### config.mk
export PLATFORM = sky130hd
export DESIGN_NAME = mmt_timer
export DESIGN_NICKNAME = d
export VERILOG_FILES = /design/src/rtl/mmt_pkg.sv /design/src/rtl/mmt_timer.sv
export VERILOG_INCLUDE_DIRS = /design/src /design/src/rtl
export SDC_FILE = /design/constraint.sdc
export NUM_CORES = 1
export LEC_CHECK = 0
export BUFFER_PORTS_ARGS = -buffer_cell sky130_fd_sc_hd__buf_4
export CAP_MARGIN = 20
export CORE_MARGIN = 5
export CORE_UTILIZATION = 59
export DETAILED_ROUTE_END_ITERATION = 8
export GPL_ROUTABILITY_DRIVEN = 0
export PLACE_DENSITY = 0.89
export SLEW_MARGIN = 20
export SYNTH_ARGS = -nofsm -noshare
export SYNTH_HDL_FRONTEND = slang
export SYNTH_SLANG_ARGS = --single-unit
export TNS_END_PERCENT = 100
### constraint.sdc
create_clock -name i_mclk -period 3.1 [get_ports i_mclk]
set_input_delay 0.31 -clock i_mclk [delete_from_list [all_inputs] [get_ports i_mclk]]
set_output_delay 0.31 -clock i_mclk [all_outputs]
set_load 0.03 [all_outputs]
### src/rtl/mmt_regs.svh
// Summary of operation
// - One 16-bit counter with a reload register
// - Four modes: interval, event, one-shot, PWM
// - Interval counts clock; pulse output toggles pin
// - Gate lets interval count at pin level
// - Event counts pin or overflows; free-run option
// - Two-phase up/down counting, normal or x4
// - One-shot starts on trigger, stops at zero
// - Trigger from pin edge, overflow or software
// - PWM: 16-bit fixed or 8-bit variable period
// - Clock is main /1, /8, /32 or sub /32
// - Interval and 8-bit PWM period is value plus one
// - Event period: value+1 down, FFFF-value+1 up
// - One-shot length equals value, no plus one
// - Period end flags an interrupt request
// - Pulse toggling drives pin, no port register
// - Counter read as one 16-bit word
// - Write while running updates reload only
// - Write while stopped loads reload and counter
// - Output pin is an input in two-phase event mode
// - Start flag runs counter; clearing holds value
// - Interval underflow reloads, continues, sets request
// - Gate counts while pin low or high
`ifndef MMT_REGS_SVH
`define MMT_REGS_SVH

`define MMT_OFF_CTRL      12'h000
`define MMT_OFF_TIMER     12'h004
`define MMT_OFF_TRIG      12'h008
`define MMT_OFF_STATUS    12'h00C

`define MMT_CTRL_RST      16'h0000
`define MMT_CNT_RST       16'h0000
`define MMT_CNT_MAX       16'hFFFF
`define MMT_CNT_ZERO      16'h0000
`define MMT_CNT_ONE       16'h0001
`define MMT_PWM16_LAST    16'hFFFE

`define MMT_DIV8_LAST     3'h7
`define MMT_DIV32_LAST    5'h1F
`define MMT_DIV_RST       5'h00

`define MMT_TRIG_SW_BIT   0
`define MMT_ST_REQ_BIT    0
`define MMT_ST_OUT_BIT    1
`define MMT_ST_RUN_BIT    2

`define MMT_SYNC_IN       0
`define MMT_SYNC_OUTPIN   1
`define MMT_SYNC_OVF      2
`define MMT_SYNC_SUB      3
`define MMT_SYNC_W        4

`endif

### src/rtl/mmt_pkg.sv
package mmt_pkg;

    typedef enum logic [1:0] {MMT_TIMER, MMT_EVENT, MMT_ONESHOT, MMT_PWM} mmt_mode_t;
    typedef enum logic [1:0] {MMT_GATE_OFF, MMT_GATE_RSV, MMT_GATE_LOW, MMT_GATE_HIGH} mmt_gate_t;
    typedef enum logic [1:0] {MMT_SRC_F1, MMT_SRC_F8, MMT_SRC_F32, MMT_SRC_SUB_CLOCK_DIV_THIRTY_TWO} mmt_src_t;
    typedef enum logic [1:0] {MMT_TRG_SW, MMT_TRG_PIN, MMT_TRG_OVF, MMT_TRG_RSV} mmt_trig_t;
    typedef enum logic {MMT_ST_IDLE, MMT_ST_RUN} mmt_run_t;

    typedef struct packed {
        logic      pwm8;
        mmt_trig_t trig;
        logic      up;
        logic      x4;
        logic      two_ph;
        logic      freerun;
        logic      ev_other;
        mmt_src_t  src;
        mmt_gate_t gate;
        logic      pulse;
        mmt_mode_t mode;
        logic      start;
    } mmt_ctrl_t;

endpackage

### src/rtl/mmt_timer.sv
`timescale 1ns/10ps
`include "mmt_regs.svh"

module mmt_timer
    import mmt_pkg::*;
(
    // Clock and reset
    input  wire logic        i_mclk,
    input  wire logic        i_sys_rst,
    // APB slave
    input  wire logic        i_psel,
    input  wire logic        i_penable,
    input  wire logic        i_pwrite,
    input  wire logic [11:0] i_paddr,
    input  wire logic [31:0] i_pwdata,
    input  wire logic [3:0]  i_pstrb,
    output logic      [31:0] o_prdata,
    output logic             o_pready,
    output logic             o_pslverr,
    // Timer pins and events
    input  wire logic        i_timer_input_pin,
    input  wire logic        i_timer_output_pin_in,
    input  wire logic        i_sub_clk,
    input  wire logic        i_other_ovf,
    output logic             o_timer_output_pin_o,
    output logic             o_timer_output_pin_oe,
    output logic             o_ovf_pulse,
    output logic             o_irq_req
);

    logic [`MMT_SYNC_W-1:0] raw_in;
    logic [`MMT_SYNC_W-1:0] sync1_r;
    logic [`MMT_SYNC_W-1:0] sync2_r;
    logic [`MMT_SYNC_W-1:0] sync3_r;

    mmt_ctrl_t   ctrl_r;
    mmt_run_t    run_r;
    logic [15:0] reload_r;
    logic [15:0] cnt_r;
    logic [4:0]  div_r;
    logic [4:0]  sub_div_r;
    logic        out_r;
    logic        req_r;
    logic        ovf_r;
    logic [31:0] prdata_r;
    logic        slverr_r;

    logic        setup;
    logic        wr;
    logic        ctrl_wr;
    logic        timer_wr;
    logic        trig_wr;
    logic        stat_wr;
    logic        active;
    logic        tick8;
    logic        tick32;
    logic        sub_edge;
    logic        tick_sub_clock_div_thirty_two;
    logic        src_tick;
    logic        gate_ok;
    logic        a_lvl;
    logic        b_lvl;
    logic        a_edge;
    logic        b_edge;
    logic        a_rise;
    logic        ovf_rise;
    logic        ev_tick;
    logic        ev_up;
    logic        trig_evt;
    logic        trig_go;
    logic        ovf;
    logic [15:0] pwm_last;
    logic [15:0] pwm_width;
    logic        pwm_hi;

    // Input synchronisers
    assign raw_in = {i_sub_clk, i_other_ovf, i_timer_output_pin_in, i_timer_input_pin};

    genvar gi;
    generate
        for (gi = 0; gi < `MMT_SYNC_W; gi++) begin : g_sync
            always_ff @(posedge i_mclk) begin
                if (i_sys_rst) begin
                    sync1_r[gi] <= 1'b0;
                    sync2_r[gi] <= 1'b0;
                    sync3_r[gi] <= 1'b0;
                end else begin
                    sync1_r[gi] <= raw_in[gi];
                    sync2_r[gi] <= sync1_r[gi];
                    sync3_r[gi] <= sync2_r[gi];
                end
            end
        end
    endgenerate

    assign a_lvl    = sync2_r[`MMT_SYNC_IN];
    assign b_lvl    = sync2_r[`MMT_SYNC_OUTPIN];
    assign a_edge   = a_lvl ^ sync3_r[`MMT_SYNC_IN];
    assign b_edge   = b_lvl ^ sync3_r[`MMT_SYNC_OUTPIN];
    assign a_rise   = a_edge & a_lvl;
    assign ovf_rise = sync2_r[`MMT_SYNC_OVF] & ~sync3_r[`MMT_SYNC_OVF];
    assign sub_edge = sync2_r[`MMT_SYNC_SUB] & ~sync3_r[`MMT_SYNC_SUB];

    // Count clock dividers
    always_ff @(posedge i_mclk) begin
        if (i_sys_rst) begin
            div_r <= `MMT_DIV_RST;
        end else begin
            div_r <= div_r + 5'h01;
        end
    end

    always_ff @(posedge i_mclk) begin
        if (i_sys_rst) begin
            sub_div_r <= `MMT_DIV_RST;
        end else if (sub_edge) begin
            sub_div_r <= sub_div_r + 5'h01;
        end
    end

    assign tick8     = (div_r[2:0] == `MMT_DIV8_LAST);
    assign tick32    = (div_r == `MMT_DIV32_LAST);
    assign tick_sub_clock_div_thirty_two = sub_edge && (sub_div_r == `MMT_DIV32_LAST);

    always_comb begin
        unique case (ctrl_r.src)
            MMT_SRC_F1:   src_tick = 1'b1;
            MMT_SRC_F8:   src_tick = tick8;
            MMT_SRC_F32:  src_tick = tick32;
            MMT_SRC_SUB_CLOCK_DIV_THIRTY_TWO: src_tick = tick_sub_clock_div_thirty_two;
        endcase
    end

    // Gate: bit 1 enables, bit 0 picks the counting level
    assign gate_ok = ctrl_r.gate[1] ? (a_lvl == ctrl_r.gate[0]) : 1'b1;

    // Event source and direction
    always_comb begin
        if (ctrl_r.two_ph && ctrl_r.x4) begin
            ev_tick = a_edge ^ b_edge;
            ev_up   = a_edge ? (a_lvl != b_lvl) : (a_lvl == b_lvl);
        end else if (ctrl_r.two_ph) begin
            ev_tick = a_rise;
            ev_up   = b_lvl;
        end else begin
            ev_tick = ctrl_r.ev_other ? ovf_rise : a_rise;
            ev_up   = ctrl_r.up;
        end
    end

    // Trigger for one-shot and PWM
    always_comb begin
        unique case (ctrl_r.trig)
            MMT_TRG_SW:  trig_evt = trig_wr && i_pwdata[`MMT_TRIG_SW_BIT];
            MMT_TRG_PIN: trig_evt = a_rise;
            MMT_TRG_OVF: trig_evt = ovf_rise;
            MMT_TRG_RSV: trig_evt = 1'b0;
        endcase
    end

    assign trig_go = ctrl_r.start && (run_r == MMT_ST_IDLE) && trig_evt
                     && ((ctrl_r.mode == MMT_PWM)
                         || ((ctrl_r.mode == MMT_ONESHOT) && (reload_r != `MMT_CNT_ZERO)));

    // PWM shape
    assign pwm_last  = ctrl_r.pwm8 ? {8'h00, reload_r[7:0]} : `MMT_PWM16_LAST;
    assign pwm_width = ctrl_r.pwm8 ? {8'h00, reload_r[15:8]} : reload_r;
    assign pwm_hi    = (run_r == MMT_ST_RUN) && (cnt_r < pwm_width);

    // End of period
    always_comb begin
        unique case (ctrl_r.mode)
            MMT_TIMER:   ovf = ctrl_r.start && gate_ok && src_tick
                               && (cnt_r == `MMT_CNT_ZERO);
            MMT_EVENT:   ovf = ctrl_r.start && ev_tick
                               && (ev_up ? (cnt_r == `MMT_CNT_MAX)
                                         : (cnt_r == `MMT_CNT_ZERO));
            MMT_ONESHOT: ovf = (run_r == MMT_ST_RUN) && src_tick
                               && (cnt_r == `MMT_CNT_ONE);
            MMT_PWM:     ovf = (run_r == MMT_ST_RUN) && src_tick && (cnt_r == pwm_last);
        endcase
    end

    assign active = ctrl_r.start
                    && ((ctrl_r.mode == MMT_TIMER) || (ctrl_r.mode == MMT_EVENT)
                        || (run_r == MMT_ST_RUN));

    // APB decode
    assign setup    = i_psel && !i_penable;
    assign wr       = i_psel && i_penable && i_pwrite;
    assign ctrl_wr  = wr && (i_paddr == `MMT_OFF_CTRL) && (i_pstrb[1:0] == 2'b11);
    assign timer_wr = wr && (i_paddr == `MMT_OFF_TIMER) && (i_pstrb[1:0] == 2'b11);
    assign trig_wr  = wr && (i_paddr == `MMT_OFF_TRIG) && i_pstrb[0];
    assign stat_wr  = wr && (i_paddr == `MMT_OFF_STATUS) && i_pstrb[0];

    always_ff @(posedge i_mclk) begin
        if (i_sys_rst) begin
            ctrl_r <= mmt_ctrl_t'(`MMT_CTRL_RST);
        end else if (ctrl_wr) begin
            ctrl_r <= mmt_ctrl_t'(i_pwdata[15:0]);
        end
    end

    always_ff @(posedge i_mclk) begin
        if (i_sys_rst) begin
            reload_r <= `MMT_CNT_RST;
        end else if (timer_wr) begin
            reload_r <= i_pwdata[15:0];
        end
    end

    // Run state for one-shot and PWM
    always_ff @(posedge i_mclk) begin
        if (i_sys_rst) begin
            run_r <= MMT_ST_IDLE;
        end else if (!ctrl_r.start || (ctrl_r.mode == MMT_TIMER)
                     || (ctrl_r.mode == MMT_EVENT)) begin
            run_r <= MMT_ST_IDLE;
        end else if (trig_go) begin
            run_r <= MMT_ST_RUN;
        end else if ((ctrl_r.mode == MMT_ONESHOT) && ovf) begin
            run_r <= MMT_ST_IDLE;
        end
    end

    // Counter
    always_ff @(posedge i_mclk) begin
        if (i_sys_rst) begin
            cnt_r <= `MMT_CNT_RST;
        end else if (timer_wr && !active) begin
            cnt_r <= i_pwdata[15:0];
        end else begin
            unique case (ctrl_r.mode)
                MMT_TIMER: begin
                    if (ctrl_r.start && gate_ok && src_tick) begin
                        cnt_r <= ovf ? reload_r : cnt_r - 16'h0001;
                    end
                end
                MMT_EVENT: begin
                    if (ctrl_r.start && ev_tick && ev_up) begin
                        if (ovf) begin
                            cnt_r <= ctrl_r.freerun ? `MMT_CNT_ZERO : reload_r;
                        end else begin
                            cnt_r <= cnt_r + 16'h0001;
                        end
                    end else if (ctrl_r.start && ev_tick) begin
                        if (ovf) begin
                            cnt_r <= ctrl_r.freerun ? `MMT_CNT_MAX : reload_r;
                        end else begin
                            cnt_r <= cnt_r - 16'h0001;
                        end
                    end
                end
                MMT_ONESHOT: begin
                    if (trig_go) begin
                        cnt_r <= reload_r;
                    end else if ((run_r == MMT_ST_RUN) && src_tick) begin
                        cnt_r <= cnt_r - 16'h0001;
                    end
                end
                MMT_PWM: begin
                    if (trig_go) begin
                        cnt_r <= `MMT_CNT_ZERO;
                    end else if ((run_r == MMT_ST_RUN) && src_tick) begin
                        cnt_r <= ovf ? `MMT_CNT_ZERO : cnt_r + 16'h0001;
                    end
                end
            endcase
        end
    end

    // Pin output, kept apart from any port data register
    always_ff @(posedge i_mclk) begin
        if (i_sys_rst) begin
            out_r <= 1'b0;
        end else if (!ctrl_r.pulse) begin
            out_r <= 1'b0;
        end else begin
            unique case (ctrl_r.mode)
                MMT_TIMER:   out_r <= out_r ^ ovf;
                MMT_EVENT:   out_r <= out_r ^ ovf;
                MMT_ONESHOT: out_r <= trig_go || ((run_r == MMT_ST_RUN) && !ovf);
                MMT_PWM:     out_r <= pwm_hi;
            endcase
        end
    end

    assign o_timer_output_pin_o  = out_r;
    assign o_timer_output_pin_oe = ctrl_r.pulse
                                   && !((ctrl_r.mode == MMT_EVENT) && ctrl_r.two_ph);

    // Interrupt request flag; a new event beats the clear
    always_ff @(posedge i_mclk) begin
        if (i_sys_rst) begin
            req_r <= 1'b0;
        end else if (ovf) begin
            req_r <= 1'b1;
        end else if (stat_wr && i_pwdata[`MMT_ST_REQ_BIT]) begin
            req_r <= 1'b0;
        end
    end

    always_ff @(posedge i_mclk) begin
        if (i_sys_rst) begin
            ovf_r <= 1'b0;
        end else begin
            ovf_r <= ovf;
        end
    end

    assign o_irq_req   = req_r;
    assign o_ovf_pulse = ovf_r;

    // Read data and error captured in the setup cycle
    always_ff @(posedge i_mclk) begin
        if (i_sys_rst) begin
            prdata_r <= 32'h0000_0000;
            slverr_r <= 1'b0;
        end else if (setup) begin
            prdata_r <= 32'h0000_0000;
            slverr_r <= 1'b0;
            unique case (i_paddr)
                `MMT_OFF_CTRL: begin
                    prdata_r[15:0] <= ctrl_r;
                    slverr_r       <= i_pwrite && (i_pstrb[1:0] != 2'b11);
                end
                `MMT_OFF_TIMER: begin
                    prdata_r[15:0] <= cnt_r;
                    slverr_r       <= i_pwrite && (i_pstrb[1:0] != 2'b11);
                end
                `MMT_OFF_TRIG: begin
                    prdata_r <= 32'h0000_0000;
                end
                `MMT_OFF_STATUS: begin
                    prdata_r[`MMT_ST_REQ_BIT] <= req_r;
                    prdata_r[`MMT_ST_OUT_BIT] <= out_r;
                    prdata_r[`MMT_ST_RUN_BIT] <= active;
                end
                default: begin
                    slverr_r <= 1'b1;
                end
            endcase
        end
    end

    assign o_prdata  = prdata_r;
    assign o_pslverr = slverr_r;
    assign o_pready  = 1'b1;

endmodule

==> impl_metrics.tcl <==
set metrics [dict create \
    async_flop_share_pct 0 \
    min_period_over_period_pct 95.3 \
    ios 95 \
    cts_tree "yes" \
    holdWs_ps 148 \
    drt-initial-drc-count 992 \
    cts-root-buf "clkbuf_8" \
    clkSinkCount 91 \
    syn_to_final_growth_pct 13.6 \
    fill_cells 821 \
    max_freq_mhz 339 \
    drc_errors 0 \
    ys.warnings.count 0 \
    final_antenna_net_count 0 \
    cp_max_fo 21 \
    syn_avg_cell_area_um2 8.31 \
    timing.rr.end "cnt_r[4]" \
    h-tree-depth 3 \
    grt_pass1_vias 6349 \
    drive_gt1_share_pct 18.7 \
    leakagePower_nw 3.20 \
    fin_crit_ps 2950 \
    r2r_slack_ps 150 \
    clockBufferDepth 2 \
    min_path_cells 2 \
    setup.worst_path.end_class "flop" \
    mostFrequentLayoutCells "buf_4 (104), dfxtp_1 (91), nor2_1 (82), mux2i_1 (74), nand2_1 (46)" \
    crit_slowest_cell "mux2_2" \
    status "finished, final reports clean" \
    final_max_slew_viol_count 0 \
    synthCells 792 \
    die_y_um 116 \
    core_region_area_mm2 0.0109 \
    diodes 0 \
    initial_core_util_pct 60.4 \
    firstDrtPassIters 6 \
    hpwl_um 14400 \
    critPathLaunchType "flop" \
    cp.required_ps 3340 \
    whs_endpoint "sync1_r[0]" \
    synth_ff_type "dfxtp_1" \
    ir_drop_mv 0.388 \
    hold_viol 0 \
    finalSetupTns_ps 0 \
    path_delay_family "compound AO/OA/AOI/OAI gates" \
    critPathArrivalTime_ps 3200 \
    synth_area_mm2 0.00658 \
    maxCapViolations 0 \
    path_buf_inv 1 \
    grt_max_degree 49 \
    clk_latency_ps 370 \
    synth_seq_cells 91 \
    slew-limit-headroom_pct 54.0 \
    cp_slowest_stage_delay_ps 360 \
    synth_edf_count 0 \
    io_buffers 59 \
    row_count 38 \
    num_vias 6589 \
    grt_setup_unrepaired "false" \
    grt_usage_pct 30.7 \
    via_per_inst 6.68 \
    wl_per_cell_um 20.7 \
    min_path_type "input pin to flop" \
    crit_chain "ha_1 > and3_1 > ha_1 > and4_1 > o21ai_0 > o31ai_2 > o221ai_4 > buf_6 > mux2_2 > o21ai_0 > o22ai_1" \
    grt_pass1_wl_um 32500 \
    criticalPathCategory "flop to flop" \
    synth-seq-area-share_pct 27.7 \
    r2r_start "sub_div_r[0]" \
    reg2regPathDepth 11 \
    fin_skew_ps 11.5 \
    nets 925 \
    totalWireLength_um 20400 \
    die_w_um 116 \
    cts_made_buffers 9 \
    fp.dieArea_mm2 0.0134 \
    clk_pin_slew_ps 90 \
    final_common_cell "buf_4" \
    grt_overflow 0 \
    final-setup-viol-count 0 \
    p_per_area_mw_per_mm2 300 \
    grt_antenna_before_repair 0 \
    min-delay-start "i_timer_input_pin" \
    critical_path.startpoint "sub_div_r[0]" \
    synth.distinct_cells 73 \
    tightest_slew_ps 689 \
]
[flip-flops by register name (all words and copies together) (netlist names)]
signal                count
div_r                     5
ctrl_r                   16
a_lvl                     1
run_r                     1
sync1_r                   4
o_timer_output_pin_o      1
reload_r                 16
o_ovf_pulse               1
sub_div_r                 5
o_prdata                 16
b_lvl                     1
cnt_r                    16
sync3_r                   4
o_irq_req                 1
o_pslverr                 1
sync2_r                   2
[layer usage]
| metal | GRT usage [%] | up-vias | wire (um) | part of all wire, % |
|---|---|---|---|---|
| met5 | 0 | - | 0 | 0 |
| met4 | 16.0 | 0 | 1110 | 5.4 |
| met3 | 7.00 | 124 | 2330 | 11 |
| met2 | 48.1 | 451 | 9230 | 45 |
| met1 | 39.5 | 3041 | 7770 | 38 |
| li1 | - | 2973 | - | - |
[logic make-up after synthesis]
| kind of cell | after synthesis | synth area share [%] |
|---|---|---|
| and+or+nand+nor | 265 | 21.0 |
| AOI/OAI and AO/OA | 174 | 18.6 |
| buffers and inverters | 98 | 7.09 |
| muxes | 95 | 14.9 |
| DFF | 91 | 27.7 |
| xor gates and xnor gates | 42 | 5.82 |
| adders and majority gates | 25 | 4.75 |
| other | 2 | 0.114 |
[cell type report]
cell class,count,area [um2],share of cell area [%]
Inverter,15,56.3,0.753
Clock buffer,12,155,2.08
Tap cell,140,175,2.34
Multi-Input combinational cell,618,4370,58.4
Sequential cell,91,1820,24.4
Timing Repair Buffer,108,852,11.4
Clock inverter,3,46.3,0.619
[worst max-delay path by stage]
stage                     depth (start not counted)  slack [ps]                    to
after floorplan                                  11         450  o_timer_output_pin_o
after global placement                            9         110             cnt_r[14]
after detailed placement                          9          40              cnt_r[1]
after CTS                                         9         0.9              cnt_r[1]
after global routing                             12          30              cnt_r[0]
final                                            11         150              cnt_r[4]
[through the flow]
stage	setup slack [ps]	total power, W	util, %	cells	cell area, um2
after global placement	114	0.00142	66.5	970	7240
after CTS	0.899	0.00225	68.4	985	7450
final	146	0.00224	68.7	987	7480
after floorplan	447	0.00136	-	807	6640
after global routing	28.4	0.00232	68.7	987	7480
after detailed placement	44.6	0.00142	66.5	970	7240
[cells in the mapped netlist (all sizes together), types with 3 or more instances]
cell type  number  share of area [%]
mux2i          74                 11
a21oi          23                1.7
nor3           28                2.3
nor2           84                4.9
a21o            4               0.46
dfxtp          91                 28
o211ai          9                1.0
xor2           21                2.8
buf            37                3.6
nor2b          22                2.1
nand3b          5               0.57
nor3b           4               0.53
a22o            5               0.67
or3             8               0.76
a22oi          20                2.3
o31ai           4               0.53
a221oi         20                2.7
a211oi         11                1.3
nand2          46                2.6
a31oi           4               0.38
o21a            5               0.57
nand4          13                1.3
and3            6               0.57
xnor2          20                2.7
inv            13               0.74
and2            3               0.29
o41ai           3               0.40
nand2b          5               0.48
o22ai          12                1.1
ha             25                4.8
mux2           21                3.6
nor4            9               0.95
nand3          14                1.1
or4             3               0.46
and4            4               0.57
clkbuf         46                2.6
o2111ai         4               0.53
nor4bb          5               0.76
o21ai          36                2.7
[where the power goes]
part           total [W]  switching (W)  internal [W]
sequential       0.00120      0.0000118       0.00119
clock           0.000847       0.000431      0.000416
combinational   0.000195       0.000121     0.0000734
total            0.00224       0.000564       0.00168
[repair_timing]
action                                  in CTS  in global routing
setup buffers                                0                  2
gates resized for setup                      0                  3
hold buffers                                 0                  0
endpoints found under the setup margin       0                 15
Power figures use the tool's default switching activity.
